**config.mk**
```make
export PLATFORM = sky130hd
export DESIGN_NAME = ctsf_framer
export DESIGN_NICKNAME = d
export VERILOG_FILES = /design/src/logic/ctsf_pkg.sv /design/src/logic/ctsf_stream_if.sv /design/src/logic/ctsf_framer.sv /design/src/logic/ctsf_skid_buf.sv
export SDC_FILE = /design/constraint.sdc
export NUM_CORES = 1
export LEC_CHECK = 0
export ABC_CLOCK_PERIOD_IN_PS = 4200
export BUFFER_PORTS_ARGS = -buffer_cell sky130_fd_sc_hd__buf_2
export CORE_ASPECT_RATIO = 1.4
export CORE_MARGIN = 10
export CORE_UTILIZATION = 61
export DETAILED_ROUTE_END_ITERATION = 10
export PLACE_DENSITY_LB_ADDON = 0.1
export SETUP_SLACK_MARGIN = 0.1
export SYNTH_ARGS = -nofsm -noshare
export SYNTH_HDL_FRONTEND = slang
export SYNTH_SLANG_ARGS = --single-unit
```
**constraint.sdc**
```tcl
create_clock -name sys_clk_i -period 4.2 [get_ports sys_clk_i]
set_input_delay 0.63 -clock sys_clk_i [delete_from_list [all_inputs] [get_ports sys_clk_i]]
set_output_delay 0.63 -clock sys_clk_i [all_outputs]
set_load 0.02 [all_outputs]
```
**src/logic/ctsf_pkg.sv**
```systemverilog
// Purpose: Shared constants and types of the compressed table section framer
// Assumes: Byte-wide streams, one clock domain
// Notes:   Header byte slots are listed in emission order
`default_nettype none
package ctsf_pkg;

	// Fixed header content
	localparam logic [7:0]  TABLE_ID      = 8'hec;
	localparam logic        SYNTAX_FLAG   = 1'b0;
	localparam logic        PRIVATE_FLAG  = 1'b1;
	localparam logic [1:0]  RSVD_BITS     = 2'b11;
	localparam logic [3:0]  PROTO_MAJOR   = 4'h1;
	localparam logic [3:0]  PROTO_MINOR   = 4'h0;
	localparam logic        CUR_NEXT      = 1'b1;
	localparam logic [15:0] SERVICE_ID    = 16'h0000;
	localparam logic [7:0]  FIRST_SECTION = 8'h00;

	// Bytes after the length field that precede the payload
	localparam logic [11:0] HDR_AFTER_LEN = 12'h007;

	// Header byte slots
	localparam logic [3:0] HB_TID    = 4'h0;
	localparam logic [3:0] HB_LEN_HI = 4'h1;
	localparam logic [3:0] HB_LEN_LO = 4'h2;
	localparam logic [3:0] HB_PROTO  = 4'h3;
	localparam logic [3:0] HB_SEQ    = 4'h4;
	localparam logic [3:0] HB_VER    = 4'h5;
	localparam logic [3:0] HB_SEC    = 4'h6;
	localparam logic [3:0] HB_LAST   = 4'h7;
	localparam logic [3:0] HB_SID_HI = 4'h8;
	localparam logic [3:0] HB_SID_LO = 4'h9;

	// Block sizing: 256 sections of 1024 bytes at most
	localparam int          BLK_W       = 10;
	localparam int          LEN_W       = 19;
	localparam logic [10:0] BLOCK_BYTES = 11'h400;
	localparam logic [18:0] MAX_LEN     = 19'h40000;

	typedef enum logic [1:0] {
		ST_IDLE,
		ST_HDR,
		ST_PAY
	} ctsf_fsm_t;

	typedef struct packed {
		logic       first;
		logic       last;
		logic [7:0] data;
	} ctsf_beat_t;

endpackage
`default_nettype wire

```
**src/logic/ctsf_stream_if.sv**
```systemverilog
// Purpose: Section byte stream between framer core and output buffer
// Assumes: Valid/ready handshake, transfer when both high
// Notes:   Beat carries section start and end marks
`timescale 1ns/1ps
`default_nettype none
interface ctsf_stream_if;
	logic                 valid;
	logic                 ready;
	ctsf_pkg::ctsf_beat_t beat;

	modport src (output valid, output beat, input ready);
	modport snk (input valid, input beat, output ready);
endinterface
`default_nettype wire

```
**src/logic/ctsf_framer.sv**
```systemverilog
// Purpose: Frames a compressed table byte stream into private sections
// Assumes: Table bytes arrive already compressed, on the same clock
// Notes:   Sections go out through a two-entry buffer toward the receiver
`timescale 1ns/1ps
`default_nettype none
module ctsf_framer (
	// Clock and reset
	input  wire logic        sys_clk_i,
	input  wire logic        rst_b_i,
	// Table control
	input  wire logic        start_i,
	input  wire logic [18:0] table_len_i,
	input  wire logic [7:0]  seq_num_i,
	input  wire logic        table_change_i,
	// Compressed table bytes
	input  wire logic        tbl_valid_i,
	input  wire logic [7:0]  tbl_data_i,
	output logic             tbl_ready_o,
	// Service signaling channel sections
	output logic             sig_chan_valid_o,
	output logic             sig_chan_first_o,
	output logic             sig_chan_last_o,
	output logic [7:0]       sig_chan_data_o,
	input  wire logic        sig_chan_ready_i,
	// Status
	output logic             busy_o,
	output logic [4:0]       data_version_o
);

	typedef struct packed {
		ctsf_pkg::ctsf_fsm_t st;
		logic [7:0]          seq;
		logic [4:0]          ver;
		logic [4:0]          ver_snap;
		logic [7:0]          sec;
		logic [7:0]          last_sec;
		logic [18:0]         remain;
		logic [18:0]         in_left;
		logic [10:0]         pay_len;
		logic [10:0]         pay_cnt;
		logic [3:0]          hidx;
		logic                hold_v;
		logic [7:0]          hold;
		logic                in_rdy;
		logic                busy;
	} ctsf_core_st_t;

	ctsf_core_st_t s_q;
	ctsf_core_st_t s_d;
	ctsf_stream_if core_s ();

	logic        push;
	logic        take;
	logic        pay_end;
	logic [11:0] sect_len;
	logic [18:0] len_m1;
	logic [7:0]  hdr_byte;

	assign take     = tbl_valid_i & s_q.in_rdy;
	assign sect_len = ctsf_pkg::HDR_AFTER_LEN + {1'b0, s_q.pay_len};
	assign len_m1   = table_len_i - 19'h00001;
	assign pay_end  = (s_q.pay_cnt == (s_q.pay_len - 11'h001));

	always_comb begin
		case (s_q.hidx)
			ctsf_pkg::HB_TID:    hdr_byte = ctsf_pkg::TABLE_ID;
			ctsf_pkg::HB_LEN_HI: hdr_byte = {ctsf_pkg::SYNTAX_FLAG, ctsf_pkg::PRIVATE_FLAG,
			                                 ctsf_pkg::RSVD_BITS, sect_len[11:8]};
			ctsf_pkg::HB_LEN_LO: hdr_byte = sect_len[7:0];
			ctsf_pkg::HB_PROTO:  hdr_byte = {ctsf_pkg::PROTO_MAJOR, ctsf_pkg::PROTO_MINOR};
			ctsf_pkg::HB_SEQ:    hdr_byte = s_q.seq;
			ctsf_pkg::HB_VER:    hdr_byte = {ctsf_pkg::RSVD_BITS, s_q.ver_snap,
			                                 ctsf_pkg::CUR_NEXT};
			ctsf_pkg::HB_SEC:    hdr_byte = s_q.sec;
			ctsf_pkg::HB_LAST:   hdr_byte = s_q.last_sec;
			ctsf_pkg::HB_SID_HI: hdr_byte = ctsf_pkg::SERVICE_ID[15:8];
			ctsf_pkg::HB_SID_LO: hdr_byte = ctsf_pkg::SERVICE_ID[7:0];
			default:             hdr_byte = ctsf_pkg::TABLE_ID;
		endcase
	end

	always_comb begin
		s_d              = s_q;
		push             = 1'b0;
		core_s.beat      = '0;
		if (table_change_i) begin
			s_d.ver = s_q.ver + 5'h01;
		end
		if (take) begin
			s_d.hold    = tbl_data_i;
			s_d.hold_v  = 1'b1;
			s_d.in_left = s_q.in_left - 19'h00001;
		end
		case (s_q.st)
			ctsf_pkg::ST_IDLE: begin
				// Oversized tables would need more than 256 sections, so they are refused
				if (start_i && (table_len_i != '0) && (table_len_i <= ctsf_pkg::MAX_LEN)) begin
					s_d.st       = ctsf_pkg::ST_HDR;
					s_d.seq      = seq_num_i;
					s_d.ver_snap = s_d.ver;
					s_d.sec      = ctsf_pkg::FIRST_SECTION;
					s_d.last_sec = len_m1[ctsf_pkg::BLK_W+7:ctsf_pkg::BLK_W];
					s_d.remain   = table_len_i;
					s_d.in_left  = table_len_i;
					s_d.pay_len  = (table_len_i > {8'h00, ctsf_pkg::BLOCK_BYTES}) ?
					               ctsf_pkg::BLOCK_BYTES : table_len_i[10:0];
					s_d.hidx     = ctsf_pkg::HB_TID;
				end
			end
			ctsf_pkg::ST_HDR: begin
				if (core_s.ready) begin
					push              = 1'b1;
					core_s.beat.data  = hdr_byte;
					core_s.beat.first = (s_q.hidx == ctsf_pkg::HB_TID);
					if (s_q.hidx == ctsf_pkg::HB_SID_LO) begin
						s_d.st      = ctsf_pkg::ST_PAY;
						s_d.pay_cnt = '0;
					end else begin
						s_d.hidx = s_q.hidx + 4'h1;
					end
				end
			end
			ctsf_pkg::ST_PAY: begin
				if (core_s.ready && s_q.hold_v) begin
					push             = 1'b1;
					core_s.beat.data = s_q.hold;
					core_s.beat.last = pay_end;
					s_d.hold_v       = 1'b0;
					s_d.remain       = s_q.remain - 19'h00001;
					s_d.pay_cnt      = s_q.pay_cnt + 11'h001;
					if (pay_end) begin
						if (s_d.remain == '0) begin
							s_d.st = ctsf_pkg::ST_IDLE;
						end else begin
							s_d.st      = ctsf_pkg::ST_HDR;
							s_d.sec     = s_q.sec + 8'h01;
							s_d.hidx    = ctsf_pkg::HB_TID;
							s_d.pay_len = (s_d.remain > {8'h00, ctsf_pkg::BLOCK_BYTES}) ?
							              ctsf_pkg::BLOCK_BYTES : s_d.remain[10:0];
						end
					end
				end
			end
			default: begin
				s_d.st = ctsf_pkg::ST_IDLE;
			end
		endcase
		// Ready is registered; taking only into an empty hold keeps the pin a flop
		s_d.in_rdy = ~s_d.hold_v && (s_d.st != ctsf_pkg::ST_IDLE) && (s_d.in_left != '0);
		s_d.busy   = (s_d.st != ctsf_pkg::ST_IDLE);
	end

	assign core_s.valid = push;

	always_ff @(posedge sys_clk_i or negedge rst_b_i) begin
		if (!rst_b_i) begin
			s_q <= '0;
		end else begin
			s_q <= s_d;
		end
	end

	assign tbl_ready_o    = s_q.in_rdy;
	assign busy_o         = s_q.busy;
	assign data_version_o = s_q.ver;

	ctsf_skid_buf u_out_buf (
		.sys_clk_i (sys_clk_i),
		.rst_b_i   (rst_b_i),
		.in_s      (core_s.snk),
		.valid_o   (sig_chan_valid_o),
		.first_o   (sig_chan_first_o),
		.last_o    (sig_chan_last_o),
		.data_o    (sig_chan_data_o),
		.ready_i   (sig_chan_ready_i)
	);

	logic hdr_push;
	assign hdr_push = push && (s_q.st == ctsf_pkg::ST_HDR);
endmodule
`default_nettype wire

```
**src/logic/ctsf_skid_buf.sv**
```systemverilog
// Purpose: Two-entry buffer in front of the signaling channel output
// Assumes: Receiver may hold ready low for any time
// Notes:   Ready is registered, so the second entry absorbs the late stall
`timescale 1ns/1ps
`default_nettype none
module ctsf_skid_buf (
	// Clock and reset
	input  wire logic         sys_clk_i,
	input  wire logic         rst_b_i,
	// Beats from the framer
	ctsf_stream_if.snk        in_s,
	// Beats to the receiver
	output logic              valid_o,
	output logic              first_o,
	output logic              last_o,
	output logic [7:0]        data_o,
	input  wire logic         ready_i
);

	typedef struct packed {
		logic                 out_v;
		ctsf_pkg::ctsf_beat_t out;
		logic                 skid_v;
		ctsf_pkg::ctsf_beat_t skid;
		logic                 rdy;
	} ctsf_buf_st_t;

	ctsf_buf_st_t s_q;
	ctsf_buf_st_t s_d;
	logic         acc;

	assign acc = in_s.valid & s_q.rdy;

	always_comb begin
		s_d = s_q;
		if (!s_q.out_v || ready_i) begin
			if (s_q.skid_v) begin
				s_d.out    = s_q.skid;
				s_d.out_v  = 1'b1;
				s_d.skid_v = 1'b0;
			end else begin
				s_d.out   = in_s.beat;
				s_d.out_v = acc;
			end
		end else if (acc) begin
			s_d.skid   = in_s.beat;
			s_d.skid_v = 1'b1;
		end
		s_d.rdy = ~s_d.skid_v;
	end

	always_ff @(posedge sys_clk_i or negedge rst_b_i) begin
		if (!rst_b_i) begin
			s_q <= '0;
		end else begin
			s_q <= s_d;
		end
	end

	assign in_s.ready = s_q.rdy;
	assign valid_o    = s_q.out_v;
	assign first_o    = s_q.out.first;
	assign last_o     = s_q.out.last;
	assign data_o     = s_q.out.data;
endmodule
`default_nettype wire

```
; Yosys cells after proc, flatten, opt, wreduce, memory -nomap -nowiden
; Cells that the tools add are included.
[totals]
input_bits = 41
romBits = 0
memories = 0
latch_bits = 0
ramBits = 0
register_bits = 134
elab_cells = 129
[classes]
multipliers = 0
muxes = 46
n_reduce_logical = 23
eq_ne = 19
n_bitwise = 5
addsub = 9
div = 0
magnitude_cmp = 3
n_shift = 0
[ops]
columns = op, n
row1 = 2-to-1 mux 11 bit, 7
row2 = 2-to-1 mux 65 bit, 1
row3 = one-hot mux 8 bit (8 select lines), 1
row4 = 2-to-1 mux 19 bit, 3
row5 = one-hot mux 11 bit (2 select lines), 2
row6 = greater-than comparator 19 x 11 -> 1 bit (second input constant), 2
row7 = one-hot mux 19 bit (2 select lines), 1
row8 = nonzero test 19 bit, 2
row9 = subtractor 19 x 1 -> 19 bit (second input constant), 2
row10 = 2-to-1 mux 8 bit, 4
row11 = one-hot mux 8 bit (2 select lines), 2
row12 = 2-to-1 mux 27 bit, 1
row13 = <= comparator 19 bit (second input constant), 1
row14 = logical NOT 19 bit, 1
row15 = 2-to-1 mux 9 bit, 2
row16 = subtractor 18 x 1 -> 18 bit (second input constant), 1
row17 = == test 4 x 3 -> 1 bit (second input constant), 4
row18 = 2-to-1 mux 4 bit, 4
row19 = 2-to-1 mux 15 bit, 1
row20 = adder 3 x 11 -> 12 bit (first input constant), 1
row21 = != test 2 bit (second input constant), 6
row22 = one-hot mux 4 bit (3 select lines), 1
row23 = adder 11 x 1 -> 11 bit (second input constant), 1
row24 = == test 11 bit, 1
row25 = 31 further kinds, 53

; Longest topological paths before layout
[logic_depth]
ltp_word = 10
depth_mapped = 14

; Modules after synthesis
; A second synthesis with hierarchy kept.
[hier_totals]
cells_unflattened = 943
area_unflattened_um2 = 8423.1
[modules_own_cells]
columns = module, area_per_inst_um2, n_inst, cells_per_inst, seq_area_each_um2
row1 = ctsf_framer, 7322.0, 1, 873, 2777.7
row2 = ctsf_skid_buf, 1101.1, 1, 70, 575.6

; Least setup slack after synthesis
; Ideal clock, no wire load.
[synth_path]
path_type = flip-flop to flip-flop
from = register s_q[56] (netlist bit)
to = register s_q[30] (netlist bit)
t_arrival_ns = 3.320
required_time_ns = 4.075
setup_slack_ns = 0.755
synth_period_minus_slack_ns = 3.445
stages_incl_launch_ff = 15
cell_sequence = dfrtp_1 > inv_1 > ha_1 > buf_2 > or3b_2 > clkbuf_1 > o41ai_1 > and3_1 > o211ai_1 > or3_1 > buf_6 > and2_4 > o21ai_4 > buf_8 > mux2_4
[synth_via]
elab_chain_len = 7
elab_cells_between_ends = 10
cone_classes = add/sub (1) / order compare (1) / eq/ne (1) / mux (5) / reduce/logical (2)
[synth_rtl]
columns = element, line
row1 = from (decl), ctsf_framer.sv:48  ; ctsf_core_st_t s_q;
row2 = from (signal assigned), ctsf_framer.sv:157  ; s_q <= '0;
row3 = from (signal assigned), ctsf_framer.sv:159  ; s_q <= s_d;
row4 = subtractor 19 x 1 -> 19 bit (*), ctsf_framer.sv:129  ; s_d.remain = s_q.remain - 19'h00001;
row5 = greater-than comparator 19 x 11 -> 1 bit, ctsf_framer.sv:138  ; s_d.pay_len = (s_d.remain > {8'h00, ctsf_pkg::BLOCK_BYTES}) ?
row6 = 2-to-1 mux 11 bit, ctsf_framer.sv:138
row7 = 2-to-1 mux 11 bit, ctsf_framer.sv:132  ; if (s_d.remain == '0) begin
row8 = 2-to-1 mux 11 bit, ctsf_framer.sv:131  ; if (pay_end) begin
row9 = 2-to-1 mux 27 bit, ctsf_framer.sv:124  ; if (core_s.ready && s_q.hold_v) begin
row10 = one-hot mux 11 bit (2 select lines), ctsf_framer.sv:94  ; case (s_q.st)
; Mark *: on every way between the ends. The rest lies on a longest branch, timed or not. The select of a mux whose other input is x is not followed.
; A chain may end at the register's enable or synchronous reset.

; Worst setup path in the final report
[layout_path]
from = register s_q[56] (netlist bit)
to = register s_q[28] (netlist bit)
; The elaborated chain is that of the path after synthesis.

==> impl_results.md <==
- Vias in the first global route: 7262
- Slew @ Worst Pin: 1.08 ns
- Post-DP HPWL: 16600 µm
- Minimum clock period: 3.91 ns
- DRT Pass-1 Iters: 8
- Ranking of synthesized cells by area: dfrtp_1, nand2_1, xnor2_1
- CTS tree: yes
- Most common flop cell mapped by yosys: dfrtp_1
- Tightest Hold Check Type: in -> async
- Startpoint Class: flip-flop
- CTS Root Cell: clkbuf_16
- CP arrival: 4.21 ns
- Storage element area: 3350 µm²
- Vias per cell: 6.20
- Synthesized area: 8360 µm²
- Critical Path Sink: s_q[28]$_DFFE_PN0P_
- Worst Path Max Fanout: 13
- RSZ-0062 raised after global routing: no
- Largest net degree at the start of global routing: 101
- Routability congestion estimate: 0.953
- Worst setup path category: reg -> reg
- Crit share post-route: 93.1%
- Hold WS: 0.320 ns
- Postcts setup bufs: 0
- Yosys top cell by area: dfrtp_1
- DRC: 0
- Area grow syn2layout: 11.7%
- Routed WL per cell: 19.0 µm
- Initial Util: 62.4%
- Routed vias: 7412
- R2r setup slk: 0.29 ns
- Netlist cell types: 78
- Total Wirelength: 22800 µm
- Core area: 13400 µm²
- Total power: 5.93 mW
- Top-area cell type share of the netlist area: 40.1%
- Yosys warning count: 0
- Reg clk slew, reported paths: 0.06 ns
- ANT nets after route: 0
- Setup violators final: 0
- Register area share after synthesis: 40.1%
- H-tree depth: 4
- Static leakage: 4.09 nW
- Synth Instances: 982
- Boundary Pins: 59
- Antenna cells: 0
- Syn nets: 1038
- Clock tree buffer depth: 2
- Reg2reg start: s_q[56]$_DFFE_PN0P_
- F_max: 256 MHz
- DR iter-0 viols: 663
- Clock skew: 0.00962 ns
- Share of cells above drive strength 1: 13.7%
- FF+latch count, synth: 134
- Die area: 18900 µm²
- VDD IR-drop max: 0.356 mV
- First-pass GRT wire length: 37300 µm
- Hold-fix buffers, CTS: 0
- Chip Height: 159 µm
- Port Buf Inserts: 58
- CP Launch Point: s_q[56]$_DFFE_PN0P_
- Clock sink count: 134
- Initial antenna violation count: 0
- Worst EP required: 4.50 ns
- Post-synth EDFFs: 0
- Reg2Reg Depth: 10
- Fill count: 1173
- Chip Width: 119 µm
- Multi-input logic area: 4560 µm²
- Nets@finish: 1056
- Hold Violations, Final: 0
- Max cap viols: 0
- Critical R2R Capture: s_q[28]$_DFFE_PN0P_
- Crit path capture type: flip-flop
- CTS buffer count: 17
- Rows: 50
- Clk_lat worst skew: 0.42 ns
- Final setup TNS: 0 ns
- Outcome: complete, no violations
- PwrDens: 635 nW/µm²
- GR Util All Layers: 24.6%
- Avg Cell Area, Syn: 8.51 µm²
- CTS resizes: 0
- Max-Slew Margin vs Limit: 27.5%
- Async set or reset register ratio after synthesis: 100%
- Slew Viols, Final: 0
- Grt total ovfl: 0
==> per-layer routing <==
layer | vias up | part of all wire, % | GRT usage (%)
met3 | 58 | 4.6 | 4.36
met1 | 3566 | 40 | 28.7
li1 | 3529 | - | -
met4 | 0 | 5.3 | 13.9
met5 | - | 0 | 0
met2 | 259 | 50 | 42.0
==> worst max-delay path, cell delays in order (launching register included) <==
cell	delay, ns
dfrtp_1	0.44
inv_1	0.13
ha_1	0.31
or3b_2	0.58
o41ai_1	0.47
and3_1	0.25
o211ai_1	0.13
or3_1	0.47
and2_4	0.23
o21ai_4	0.39
mux2_2	0.39
==> Yosys cell counts, types with 18 or more instances <==
cell / n
nand2_1: 158
dfrtp_1: 134
nor2_1: 101
o21ai_0: 74
clkbuf_1: 50
xnor2_1: 49
nor3_1: 27
a21oi_1: 26
inv_1: 25
nand3_1: 25
xor2_1: 19
nor4_1: 18
==> worst min-delay path by stage <==
stage	from	endpoint	slack [ns]
2_1_floorplan	rst_b_i	busy_o$_DFF_PN0_	0.33
6_report	rst_b_i	s_q[37]$_DFF_PN0_	0.32
4_1_cts	rst_b_i	s_q[38]$_DFF_PN0_	0.36
3_5_place_dp	u_out_buf.first_o$_DFFE_PN0N_	u_out_buf.first_o$_DFFE_PN0N_	0.46
5_1_grt	rst_b_i	s_q[4]$_DFFE_PN0P_	0.38
3_3_place_gp	u_out_buf.first_o$_DFFE_PN0N_	u_out_buf.first_o$_DFFE_PN0N_	0.46
==> state kept, by name, indices dropped and copies added (netlist names) <==
signal	count
busy_o	1
data_version_o	5
s_q	104
tbl_ready_o	1
u_out_buf.data_o	8
u_out_buf.first_o	1
u_out_buf.in_s.ready	1
u_out_buf.last_o	1
u_out_buf.s_q	11
u_out_buf.valid_o	1
==> where the power goes <==
group	internal (mW)	total [mW]	switching [mW]
sequential	1.72	2.18	0.464
clock	1.18	1.78	0.603
combinational	0.782	1.96	1.18
total	3.68	5.93	2.25
==> metrics by stage <==
step	worst slack, ns	area, µm²	std cells	util, %
after floorplan	0.755	8360	982	-
after global placement	0.495	8640	1163	64.5
after detailed placement	0.406	8640	1163	64.5
after CTS	0.308	9340	1195	69.8
after global routing	0.126	9340	1195	69.8
final	0.289	9340	1195	69.8
==> cell type report <==
cell class / instances / share of cell area (%)
repair buffers: 73 / 4.38
inverters: 25 / 1.00
well taps: 182 / 2.44
flip-flops and latches: 134 / 35.9
clock buffers: 18 / 4.60
clock inverters: 14 / 2.89
multi-input cells: 749 / 48.8
==> cells in the final DEF (no fill, tap or decap), drive strengths merged, types with 25 or more instances in the layout <==
cell   synthesis  final
nand2        158    158
dfrtp        134    134
nor2         101    101
o21ai         77     77
buf           24     73
xnor2         49     49
nor3          29     29
inv           25     28
a21oi         26     26
nand3         25     25
==> logic make-up after synthesis <==
kind of cell / after synthesis / share of synthesized area [%]
AO/OA/AOI/OAI: 215 / 17.3
XOR/XNOR: 68 / 7.12
adder cells (fa/ha/maj): 15 / 2.25
buffers and inverters: 99 / 5.46
flip-flops: 134 / 40.1
multiplexers: 22 / 3.19
AND/OR/NAND/NOR: 429 / 24.6
Power figures use the tool's default switching activity.
